--- src/pkg/fault_pkg.sv ---
// Package with the constants and types of the motor fault supervisor.
package fault_pkg;

  localparam int FAULT_W = 13;
  localparam int AXI_ADDR_W = 8;
  localparam int AXI_DATA_W = 32;

  localparam logic [AXI_ADDR_W-1:0] OFS_FLAGS = 8'h00;
  localparam logic [AXI_ADDR_W-1:0] OFS_MASK = 8'h04;
  localparam logic [AXI_ADDR_W-1:0] OFS_CLEAR = 8'h08;
  localparam logic [AXI_ADDR_W-1:0] OFS_INTREQ = 8'h0C;
  localparam logic [AXI_ADDR_W-1:0] OFS_STATUS = 8'h10;

  localparam int B_GATEKILL = 0;
  localparam int B_CRIT_OV = 1;
  localparam int B_OV = 2;
  localparam int B_UV = 3;
  localparam int B_OVERSPD = 4;
  localparam int B_ZEROSPD = 5;
  localparam int B_PHSLOSS = 6;
  localparam int B_STARTFAIL = 7;
  localparam int B_INTERNAL = 8;
  localparam int B_CS_OVERSPD = 9;
  localparam int B_EXEC = 10;
  localparam int B_PFC_GATEKILL = 11;
  localparam int B_CONV_COMP = 12;

  localparam int ST_STOP_BIT = 0;
  localparam int ST_CFG_BIT = 1;
  localparam int ST_BUSY_BIT = 2;
  localparam int ST_STATE_LSB = 4;

  localparam logic [FAULT_W-1:0] ARM_ALWAYS = 13'h0D0F;
  localparam logic [FAULT_W-1:0] ARM_CLOSED = 13'h00B0;
  localparam logic [FAULT_W-1:0] ARM_PARKING = 13'h0040;
  localparam logic [FAULT_W-1:0] ARM_CATCH = 13'h0200;
  localparam logic [FAULT_W-1:0] ARM_INIT = 13'h1000;
  localparam logic [FAULT_W-1:0] NO_MASK = 13'h0803;

  localparam logic [FAULT_W-1:0] MASK_RST = 13'h0000;
  localparam logic [FAULT_W-1:0] FLAGS_RST = 13'h0000;

  localparam logic [1:0] RESP_OKAY = 2'h0;
  localparam logic [1:0] RESP_SLVERR = 2'h2;

  typedef enum logic [2:0] {
    DS_STOPPED,
    DS_GATE_CHARGE,
    DS_PARKING,
    DS_STARTING,
    DS_CLOSED_LOOP,
    DS_CATCH_SPIN
  } drive_state_t;

endpackage : fault_pkg

--- src/rtl/motor_fault_supervisor.sv ---
// Motor fault supervisor with its AXI4-Lite register slave.
//
// The AXI4-Lite register port and the register addresses were decided locally.
`timescale 1ns/100ps
`default_nettype none
module motor_fault_supervisor
  import fault_pkg::*;
(
  input wire logic aclk,
  input wire logic aresetn,
  input wire logic [AXI_ADDR_W-1:0] s_axi_awaddr,
  input wire logic [2:0] s_axi_awprot,
  input wire logic s_axi_awvalid,
  output logic s_axi_awready,
  input wire logic [AXI_DATA_W-1:0] s_axi_wdata,
  input wire logic [3:0] s_axi_wstrb,
  input wire logic s_axi_wvalid,
  output logic s_axi_wready,
  output logic [1:0] s_axi_bresp,
  output logic s_axi_bvalid,
  input wire logic s_axi_bready,
  input wire logic [AXI_ADDR_W-1:0] s_axi_araddr,
  input wire logic [2:0] s_axi_arprot,
  input wire logic s_axi_arvalid,
  output logic s_axi_arready,
  output logic [AXI_DATA_W-1:0] s_axi_rdata,
  output logic [1:0] s_axi_rresp,
  output logic s_axi_rvalid,
  input wire logic s_axi_rready,
  input wire logic [2:0] drive_state,
  input wire logic config_done,
  input wire logic motor_gatekill_in,
  input wire logic pfc_gatekill_in,
  input wire logic crit_ov_cond,
  input wire logic ov_cond,
  input wire logic uv_cond,
  input wire logic overspeed_cond,
  input wire logic zero_speed_cond,
  input wire logic phase_loss_cond,
  input wire logic start_fail_cond,
  input wire logic cs_overspeed_cond,
  input wire logic converter_comp_fault,
  input wire logic internal_fault_request,
  input wire logic pwm_pulse,
  input wire logic cycle_done,
  output logic motor_stop,
  output logic pfc_stop,
  output logic fault_irq
);

  function automatic logic hit(input logic [AXI_ADDR_W-1:0] a,
                               input logic [AXI_ADDR_W-1:0] ofs);
    hit = (a[AXI_ADDR_W-1:2] == ofs[AXI_ADDR_W-1:2]);
  endfunction : hit

  function automatic logic mapped(input logic [AXI_ADDR_W-1:0] a);
    mapped = hit(a, OFS_FLAGS) | hit(a, OFS_MASK) | hit(a, OFS_CLEAR)
           | hit(a, OFS_INTREQ) | hit(a, OFS_STATUS);
  endfunction : mapped

  function automatic logic [FAULT_W-1:0] merge(input logic [FAULT_W-1:0] old,
                                               input logic [AXI_DATA_W-1:0] d,
                                               input logic [3:0] s);
    merge = old;
    if (s[0])
      merge[7:0] = d[7:0];
    if (s[1])
      merge[FAULT_W-1:8] = d[FAULT_W-1:8];
  endfunction : merge

  logic aw_hold_q, aw_hold_d;
  logic w_hold_q, w_hold_d;
  logic [AXI_ADDR_W-1:0] awaddr_q, awaddr_d;
  logic [AXI_DATA_W-1:0] wdata_q, wdata_d;
  logic [3:0] wstrb_q, wstrb_d;
  logic bvalid_q, bvalid_d;
  logic [1:0] bresp_q, bresp_d;
  logic rvalid_q, rvalid_d;
  logic [1:0] rresp_q, rresp_d;
  logic [AXI_DATA_W-1:0] rdata_q, rdata_d;
  logic [FAULT_W-1:0] mask_q, mask_d;
  logic intreq_q, intreq_d;
  logic cfg_done_q, cfg_done_d;
  logic busy_q, busy_d;
  logic exec_q, exec_d;
  logic [FAULT_W-1:0] latch_q, latch_d;
  logic [FAULT_W-1:0] flag_q, flag_d;
  logic irq_q, irq_d;

  wire take_aw;
  wire take_w;
  wire wr_fire;
  wire take_ar;
  wire [AXI_ADDR_W-1:0] wr_addr;
  wire [AXI_DATA_W-1:0] wr_data;
  wire [3:0] wr_strb;
  wire wr_mask;
  wire wr_intreq;
  wire clear_pulse;
  wire [AXI_DATA_W-1:0] status_word;
  wire [AXI_DATA_W-1:0] rd_word;
  wire [FAULT_W-1:0] armed;
  wire [FAULT_W-1:0] cond;
  wire [FAULT_W-1:0] raw;
  wire [FAULT_W-1:0] mask_eff;
  wire [FAULT_W-1:0] unmasked;

  // Write channel: address and data are taken in either order.
  assign s_axi_awready = ~aw_hold_q & ~bvalid_q;
  assign s_axi_wready = ~w_hold_q & ~bvalid_q;
  assign take_aw = s_axi_awvalid & s_axi_awready;
  assign take_w = s_axi_wvalid & s_axi_wready;
  assign wr_fire = (aw_hold_q | take_aw) & (w_hold_q | take_w);
  assign wr_addr = aw_hold_q ? awaddr_q : s_axi_awaddr;
  assign wr_data = w_hold_q ? wdata_q : s_axi_wdata;
  assign wr_strb = w_hold_q ? wstrb_q : s_axi_wstrb;
  assign wr_mask = wr_fire & hit(wr_addr, OFS_MASK);
  assign wr_intreq = wr_fire & hit(wr_addr, OFS_INTREQ) & wr_strb[0];
  assign clear_pulse = wr_fire & hit(wr_addr, OFS_CLEAR) & wr_strb[0] & wr_data[0];

  assign aw_hold_d = wr_fire ? 1'b0 : (aw_hold_q | take_aw);
  assign w_hold_d = wr_fire ? 1'b0 : (w_hold_q | take_w);
  assign awaddr_d = take_aw ? s_axi_awaddr : awaddr_q;
  assign wdata_d = take_w ? s_axi_wdata : wdata_q;
  assign wstrb_d = take_w ? s_axi_wstrb : wstrb_q;
  assign bvalid_d = wr_fire | (bvalid_q & ~s_axi_bready);
  assign bresp_d = wr_fire ? (mapped(wr_addr) ? RESP_OKAY : RESP_SLVERR) : bresp_q;
  assign s_axi_bvalid = bvalid_q;
  assign s_axi_bresp = bresp_q;

  // Read channel: data registered on the same edge that takes the address.
  assign s_axi_arready = ~rvalid_q;
  assign take_ar = s_axi_arvalid & s_axi_arready;
  assign status_word = {{(AXI_DATA_W - ST_STATE_LSB - 3){1'b0}}, drive_state,
                        1'b0, busy_q, cfg_done_q, motor_stop};
  assign rd_word = hit(s_axi_araddr, OFS_FLAGS) ? {{(AXI_DATA_W-FAULT_W){1'b0}}, flag_q} :
                   hit(s_axi_araddr, OFS_MASK) ? {{(AXI_DATA_W-FAULT_W){1'b0}}, mask_q} :
                   hit(s_axi_araddr, OFS_INTREQ) ? {{(AXI_DATA_W-1){1'b0}}, intreq_q} :
                   hit(s_axi_araddr, OFS_STATUS) ? status_word :
                   '0;
  assign rvalid_d = take_ar | (rvalid_q & ~s_axi_rready);
  assign rdata_d = take_ar ? rd_word : rdata_q;
  assign rresp_d = take_ar ? (mapped(s_axi_araddr) ? RESP_OKAY : RESP_SLVERR) : rresp_q;
  assign s_axi_rvalid = rvalid_q;
  assign s_axi_rdata = rdata_q;
  assign s_axi_rresp = rresp_q;

  // Software registers that steer the supervisor.
  assign mask_d = wr_mask ? merge(mask_q, wr_data, wr_strb) : mask_q;
  assign intreq_d = wr_intreq ? wr_data[0] : intreq_q;
  assign cfg_done_d = cfg_done_q | config_done;

  // Execution overrun: a new PWM pulse while the last cycle is unfinished.
  assign busy_d = pwm_pulse | (busy_q & ~cycle_done);
  assign exec_d = pwm_pulse & busy_q & ~cycle_done;

  fault_arm_table u_arm (
    .drive_state(drive_state),
    .init_stage(~cfg_done_q),
    .armed(armed)
  );

  assign cond[B_GATEKILL] = motor_gatekill_in;
  assign cond[B_CRIT_OV] = crit_ov_cond;
  assign cond[B_OV] = ov_cond;
  assign cond[B_UV] = uv_cond;
  assign cond[B_OVERSPD] = overspeed_cond;
  assign cond[B_ZEROSPD] = zero_speed_cond;
  assign cond[B_PHSLOSS] = phase_loss_cond;
  assign cond[B_STARTFAIL] = start_fail_cond;
  assign cond[B_INTERNAL] = internal_fault_request | intreq_q;
  assign cond[B_CS_OVERSPD] = cs_overspeed_cond;
  assign cond[B_EXEC] = exec_q;
  assign cond[B_PFC_GATEKILL] = pfc_gatekill_in;
  assign cond[B_CONV_COMP] = converter_comp_fault;

  assign raw = cond & armed;
  assign mask_eff = mask_q & ~NO_MASK;
  assign unmasked = raw & ~mask_eff;

  // Latches set per bit; a clear only drops bits whose cause is gone, set wins.
  assign latch_d = unmasked | (latch_q & ~({FAULT_W{clear_pulse}} & ~raw));
  assign flag_d = latch_d | (raw & mask_eff);
  assign irq_d = |(flag_d & ~flag_q);

  assign motor_stop = |latch_q;
  assign pfc_stop = |latch_q;
  assign fault_irq = irq_q;

  always_ff @(posedge aclk)
  begin
    if (!aresetn)
    begin
      aw_hold_q <= 1'b0;
      w_hold_q <= 1'b0;
      bvalid_q <= 1'b0;
      rvalid_q <= 1'b0;
      bresp_q <= RESP_OKAY;
      rresp_q <= RESP_OKAY;
    end
    else
    begin
      aw_hold_q <= aw_hold_d;
      w_hold_q <= w_hold_d;
      bvalid_q <= bvalid_d;
      rvalid_q <= rvalid_d;
      bresp_q <= bresp_d;
      rresp_q <= rresp_d;
    end
  end

  always_ff @(posedge aclk)
  begin
    if (!aresetn)
    begin
      awaddr_q <= '0;
      wdata_q <= '0;
      wstrb_q <= '0;
      rdata_q <= '0;
    end
    else
    begin
      awaddr_q <= awaddr_d;
      wdata_q <= wdata_d;
      wstrb_q <= wstrb_d;
      rdata_q <= rdata_d;
    end
  end

  always_ff @(posedge aclk)
  begin
    if (!aresetn)
    begin
      mask_q <= MASK_RST;
      intreq_q <= 1'b0;
      cfg_done_q <= 1'b0;
      busy_q <= 1'b0;
      exec_q <= 1'b0;
      latch_q <= FLAGS_RST;
      flag_q <= FLAGS_RST;
      irq_q <= 1'b0;
    end
    else
    begin
      mask_q <= mask_d;
      intreq_q <= intreq_d;
      cfg_done_q <= cfg_done_d;
      busy_q <= busy_d;
      exec_q <= exec_d;
      latch_q <= latch_d;
      flag_q <= flag_d;
      irq_q <= irq_d;
    end
  end
endmodule : motor_fault_supervisor
`default_nettype wire

--- src/rtl/fault_arm_table.sv ---
// Per drive state lookup of the armed fault checks.
`timescale 1ns/100ps
`default_nettype none
module fault_arm_table
  import fault_pkg::*;
(
  input wire logic [2:0] drive_state,
  input wire logic init_stage,
  output logic [FAULT_W-1:0] armed
);

  logic [FAULT_W-1:0] by_state;
  drive_state_t st;

  assign st = drive_state_t'(drive_state);

  always_comb
  begin
    unique case (st)
      DS_PARKING: by_state = ARM_ALWAYS | ARM_PARKING;
      DS_CLOSED_LOOP: by_state = ARM_ALWAYS | ARM_CLOSED;
      DS_CATCH_SPIN: by_state = ARM_ALWAYS | ARM_CATCH;
      DS_STOPPED, DS_GATE_CHARGE, DS_STARTING: by_state = ARM_ALWAYS;
      default: by_state = ARM_ALWAYS;
    endcase
  end

  // The converter compensation check only runs before the first configuration.
  assign armed = by_state | (init_stage ? ARM_INIT : '0);

endmodule : fault_arm_table
`default_nettype wire

--- config.mk ---
export PLATFORM = sky130hd
export DESIGN_NAME = motor_fault_supervisor
export DESIGN_NICKNAME = d
export VERILOG_FILES = /design/src/pkg/fault_pkg.sv /design/src/rtl/motor_fault_supervisor.sv /design/src/rtl/fault_arm_table.sv
export SDC_FILE = /design/constraint.sdc
export NUM_CORES = 1
export LEC_CHECK = 0
export BUFFER_PORTS_ARGS = -buffer_cell sky130_fd_sc_hd__buf_4
export CORE_MARGIN = 2
export CORE_UTILIZATION = 50
export CTS_CLUSTER_SIZE = 25
export DETAILED_ROUTE_END_ITERATION = 6
export PLACE_DENSITY = 0.8
export SETUP_SLACK_MARGIN = 0.3
export SYNTH_ARGS = -nofsm -noshare
export SYNTH_HDL_FRONTEND = slang
export SYNTH_HIERARCHICAL = 1
export SYNTH_SLANG_ARGS = --single-unit
--- constraint.sdc ---
create_clock -name aclk -period 3.2 [get_ports aclk]
set_clock_uncertainty 0.15 [all_clocks]
set_input_delay 0.64 -clock aclk [delete_from_list [all_inputs] [get_ports aclk]]
set_output_delay 0.64 -clock aclk [all_outputs]
set_load 0.02 [all_outputs]
### Word-level counts from Yosys, hierarchy flattened

Index checks and enable logic that the tools add are counted.

| storage, ports and cells | value |
|---|---|
| bits in registers | 107 |
| input port bits | 83 |
| output and inout bits | 44 |
| logic and storage cells | 101 |

| cells by class | value |
|---|---|
| eq/ne operators | 11 |
| muxes and demuxes | 11 |
| bitwise logic cells | 53 |
| reductions and logical operators | 7 |

Operators by type and width:

| cell | number |
|---|---|
| AND 13 bit | 6 |
| two-way mux 13 bit | 4 |
| inverter 13 bit | 4 |
| case mux 10 bit (3 select lines) | 1 |
| bitwise OR 13 bit | 2 |
| OR reduction 13 bit | 2 |
| == test 6 x 2 -> 1 bit (second input constant) | 4 |
| AND 1 bit | 17 |
| bitwise OR 1 bit | 15 |
| two-way mux 7 bit | 2 |
| bitwise OR 12 x 13 -> 13 bit | 1 |
| == test 6 x 1 -> 1 bit (second input constant) | 2 |
| == test 6 x 3 -> 1 bit (second input constant) | 2 |
| zero test 6 bit | 2 |
| two-way mux 8 bit | 1 |
| inverter 1 bit | 8 |
| == test 3 bit (second input constant) | 2 |
| two-way mux 2 bit | 3 |
| AND reduction 2 bit | 2 |
| == test 3 x 2 -> 1 bit (second input constant) | 1 |
| OR reduction 2 bit | 1 |

### Longest topological paths before layout

| depth | value |
|---|---|
| depth in word-level cells | 15 |
| depth in mapped cells | 8 |
| mapped depth without buffers | 6 |

### Hierarchy

Netlist, hierarchy kept.

Modules (own cells, without submodules):

| module | instances | cells each | area an instance (um^2) | sequential area each (um^2) |
|---|---|---|---|---|
| motor_fault_supervisor | 1 | 432 | 3,634.7 | 1,621.6 |
| fault_arm_table | 1 | 14 | 103.8 | 0.0 |

### Worst setup path after synthesis

Ideal clock, no wire load.

| path | value |
|---|---|
| kind | input-to-reg |
| start | input s_axi_awaddr[2] |
| end | register irq_q, in the netlist fault_irq |
| library setup time | 125 ps |
| data arrival time | 2,319 ps |
| required time | 2,925 ps |
| path slack | 606 ps |
| stages | 6 |
| buffers on the path | 0 |
| path through | or3_4 a221oi_4 nand2_2 a21boi_1 o221ai_1 o41a_1 |

| on the way | value |
|---|---|
| word-level cells in the longest chain between the ends | 12 |

RTL lines:

| what | line | source |
|---|---|---|
| start, declared | motor_fault_supervisor.sv:11 | `input wire logic [AXI_ADDR_W-1:0] s_axi_awaddr,` |
| two-way mux 8 bit | motor_fault_supervisor.sv:114 | `assign wr_addr = aw_hold_q ? awaddr_q : s_axi_awaddr;` |
| == test 6 x 2 -> 1 bit | motor_fault_supervisor.sv:53 | `hit = (a[AXI_ADDR_W-1:2] == ofs[AXI_ADDR_W-1:2]);` |
| AND 1 bit (3 in a row) | motor_fault_supervisor.sv:119 | `assign clear_pulse = wr_fire & hit(wr_addr, OFS_CLEAR) & wr_strb[0] & wr_data[0];` |
| AND 13 bit | motor_fault_supervisor.sv:182 | `assign latch_d = unmasked \| (latch_q & ~({FAULT_W{clear_pulse}} & ~raw));` |
| inverter 13 bit | motor_fault_supervisor.sv:182 |  |
| AND 13 bit | motor_fault_supervisor.sv:182 |  |
| bitwise OR 13 bit | motor_fault_supervisor.sv:182 |  |
| bitwise OR 13 bit | motor_fault_supervisor.sv:183 | `assign flag_d = latch_d \| (raw & mask_eff);` |
| AND 13 bit | motor_fault_supervisor.sv:184 | `assign irq_d = \|(flag_d & ~flag_q);` |
| OR reduction 13 bit | motor_fault_supervisor.sv:184 |  |
| end signal, assigned | motor_fault_supervisor.sv:252 | `irq_q <= irq_d;` |
| end, declared | motor_fault_supervisor.sv:88 | `logic irq_q, irq_d;` |

No other way between the ends.
A chain may end at the register's enable or synchronous reset.

### Worst setup path in the final report

| path | value |
|---|---|
| start | register aw_hold_q |
| end | register irq_q, in the netlist fault_irq |

| on the way | value |
|---|---|
| word-level cells in the longest chain between the ends | 15 |
| elaborated cells on any way between the ends | 17 |
| those cells by class | eq/ne (1); mux (1); bitwise (14); reduce/logical (1) |

RTL lines:

| what | line | source |
|---|---|---|
| start, declared | motor_fault_supervisor.sv:71 | `logic aw_hold_q, aw_hold_d;` |
| start signal, assigned | motor_fault_supervisor.sv:203 | `aw_hold_q <= aw_hold_d;` |
| inverter 1 bit | motor_fault_supervisor.sv:109 | `assign s_axi_awready = ~aw_hold_q & ~bvalid_q;` |
| AND 1 bit | motor_fault_supervisor.sv:109 |  |
| AND 1 bit | motor_fault_supervisor.sv:111 | `assign take_aw = s_axi_awvalid & s_axi_awready;` |
| bitwise OR 1 bit | motor_fault_supervisor.sv:113 | `assign wr_fire = (aw_hold_q \| take_aw) & (w_hold_q \| take_w);` |
| AND 1 bit | motor_fault_supervisor.sv:113 |  |
| AND 1 bit * (3 in a row) | motor_fault_supervisor.sv:119 |  |
| AND 13 bit * | motor_fault_supervisor.sv:182 |  |
| inverter 13 bit * | motor_fault_supervisor.sv:182 |  |
| AND 13 bit * | motor_fault_supervisor.sv:182 |  |
| bitwise OR 13 bit * | motor_fault_supervisor.sv:182 |  |
| bitwise OR 13 bit * | motor_fault_supervisor.sv:183 |  |
| AND 13 bit * | motor_fault_supervisor.sv:184 |  |
| OR reduction 13 bit * | motor_fault_supervisor.sv:184 |  |

Every way passes the cells marked *; elsewhere a longest branch is shown, timed or not.

==> impl_metrics.yaml <==
pwr:
  power.internal_mw: 1.610
  power_frac_seq_pct: 49.6
  p_per_area_nw_per_um2: 502.7
  p_sw_share_pct: 27.83
  power.leakage_nw: 1.812
  pwr-share-comb_pct: 17.0
  pwr-share-clk_pct: 33.4
  power_mw: 2.231
  ir_drop_uv: 301.5
  power_switching_mw: 0.6208
yosys:
  netlist-cell-type-count: 49
  synth_top_area_cell: "dfxtp_1"
  synthCells: 446
  yosysSeqAreaShare_pct: 43.37
  post-synth-top-count-cell: "dfxtp_1"
  synth-seq-cells: 81
  synth_top_area_share_pct: 43.37
  yosys_warnings: 6
  syn_area_um2: 3739
  synth-edff-count: 0
  avgSynthCellArea_um2: 8.382
  ys_async_sr_fraction_pct: 0
  yosys-top-cells-area: "dfxtp_1 43%, nor2_1 7.8%, buf_4 6.8%, a21oi_1 5.6%, mux2i_1 5.6%"
  synth_common_cells: "81 x dfxtp_1, 78 x nor2_1, 50 x nand2_1"
  ys.flop_type: "dfxtp_1"
timing:
  fmax_mhz: 365.8
  setup_tns_ps: 0
  hold_ws_ps: 307.1
  period_minus_slack_ps: 2734
  slew_viol_final: 0
  rsz0062_at_grt: "false"
  tightest_slew_ps: 721.8
  max_slew_margin_pct: 51.81
  setup_viol_count_final: 0
  fin_ws_ps: 466.4
  finalHoldViolations: 0
  fin_crit_sh_pct: 85.42
worst_hold_path:
  hp-class: "flip-flop to flip-flop"
placement:
  gp_congestion: 0.8676
  pre_cts_ws_ps: 205.1
  dp.final_hpwl_um: 6038
  io_buffers: 74
  dpl_cell_area_um2: 4240
clock_network:
  cts_tree: "done"
  cts_root_buffer: "clkbuf_8"
  cts_max_path_buffers: 2
  clock_latency_ps: 360
  htreeDepth: 3
  cts_buffers: 9
  numClockSinks: 81
  clkSlewWorstSetupHoldPaths_ps: 80
grt:
  grt_start_max_net_pins: 41
  antenna_found_initial: 0
  overflow: 0
  grt_pass1_wl_um: 13650
  track_usage_pct: 20.38
  first_global_vias: 3082
drt:
  drc: 0
  ant_nets: 0
  avgRoutedWirePerCell_um: 13.37
  avgViaCountPerCell: 5.321
  first_iter_violations: 204
  first_pass_iters: 5
  drt_wl_total_um: 8193
  vias: 3262
layout:
  final_area_um2: 4438
  nNetsFinal: 592
  antennaDiodeCount: 0
  area_growth_pct: 18.71
  layout.area.seq_um2: 1623
  nFillCells: 653
  multi_input_area_um2: 1841
  drive_gt1_share_pct: 21.60
die:
  core-area_um2: 7253
  die_h_um: 90.47
  rows: 31
  dieArea_um2: 8185
  start_util_pct: 51.54
  die_w_um: 90.47
  io_pins: 127
setup_path:
  crit_type: "flip-flop to flip-flop"
  crit_arrival_ps: 2830
  crit_chain: "or4b_1 > a211oi_4 > nand2_2 > a21boi_0 > o221ai_1 > o41a_1"
  cp_slowest_cell: "or4b_1"
  max_stage_delay_ps: 510
  path_buf_inv: 0
  crit_family: "compound AO/OA/AOI/OAI gates"
  crit_path_end_kind: "flip-flop"
  crit_path_start_kind: "flip-flop"
  crit_fanout: 15
  crit_required_ps: 3290
  ff2ff_setup_slack_ps: 470
run_status:
  outcome: "completed"
run:
  drv_cap: 0
==> logic make-up (layout without fill, tap and decap cells) <==
group | after synthesis | after routing | synth area share, %
and+or+nand+nor | 168 | 168 | 20.05
AOI/OAI and AO/OA | 109 | 109 | 20.15
DFF | 81 | 81 | 43.37
buffers and inverters | 63 | 105 | 10.01
muxes | 23 | 23 | 6.225
other | 2 | 28 | 0.2009
==> power groups by stage <==
stage               clock, mW  sequential, mW  combinational (mW)
floorplan                   0            1.14               0.259
global placement            0            1.13               0.371
detailed placement          0            1.13               0.379
CTS                     0.754            1.11               0.380
global route            0.793            1.12               0.416
finish                  0.744            1.11               0.379
==> layout make-up <==
type                    count  area share, %
clock inverters             5          1.240
repair buffers             82          14.15
flip-flops and latches     81          36.57
clock buffers              11          3.186
inverters                   7         0.5920
multi-input cells         328          41.47
well taps                  99          2.791
==> worst register-to-register path, stage by stage (launching register included) <==
cell      delay (ps)
dfxtp_2          470
or4b_1           510
a211oi_4         350
nand2_2          260
a21boi_0         350
o221ai_1         190
o41a_1           340
==> layout by cell type, fill, tap and decap left out, types with 7 or more instances in the layout <==
cell type,instances
clkbuf_8,10
nand2_1,50
mux2i_1,21
nand3_1,9
a21oi_1,42
conb_1,28
dfxtp_1,80
buf_4,81
a211oi_1,23
a22oi_1,7
nor2_1,78
==> routing by layer <==
layer,part of all wire (%),routed length (um),track usage (%),vias to the layer above
li1,-,-,-,1621
met3,6.6,540,5.593,15
met5,0,0,0,-
met1,44,3620,25.80,1496
met2,47,3861,32.71,130
met4,2.1,172,8.462,0
==> flip-flops by register name (all words and copies together) (netlist names) <==
register,count
latch_q,13
mask_q,13
s_axi_rdata,13
wdata_q,13
flag_q,10
awaddr_q,6
wstrb_q,2
aw_hold_q,1
busy_q,1
cfg_done_q,1
exec_q,1
fault_irq,1
intreq_q,1
s_axi_bresp,1
s_axi_bvalid,1
s_axi_rresp,1
s_axi_rvalid,1
w_hold_q,1
==> through the flow <==
stage	utilization (%)	cells
after floorplan	-	472
after global placement	58.46	597
after detailed placement	58.46	597
after CTS	61.17	613
after global routing	61.19	613
final	61.19	613
==> path summary, 6_finish.rpt <==
path,start,endpoint,cells past startpoint
worst max-delay path,aw_hold_q,fault_irq,6
worst max register to register,aw_hold_q,fault_irq,6
worst min register to register,wdata_q[12],wdata_q[12],2
worst min-delay path,wdata_q[12],wdata_q[12],2
==> timing repair <==
| item | CTS | global route |
|---|---|---|
| endpoints found under the hold margin | 0 | 0 |
| setup endpoints to repair | 0 | 1 |
| setup buffers | 0 | 0 |
| hold buffers | 0 | 0 |
| gates resized for setup | 0 | 1 |
No activity file was read; power rests on OpenSTA's default activity.
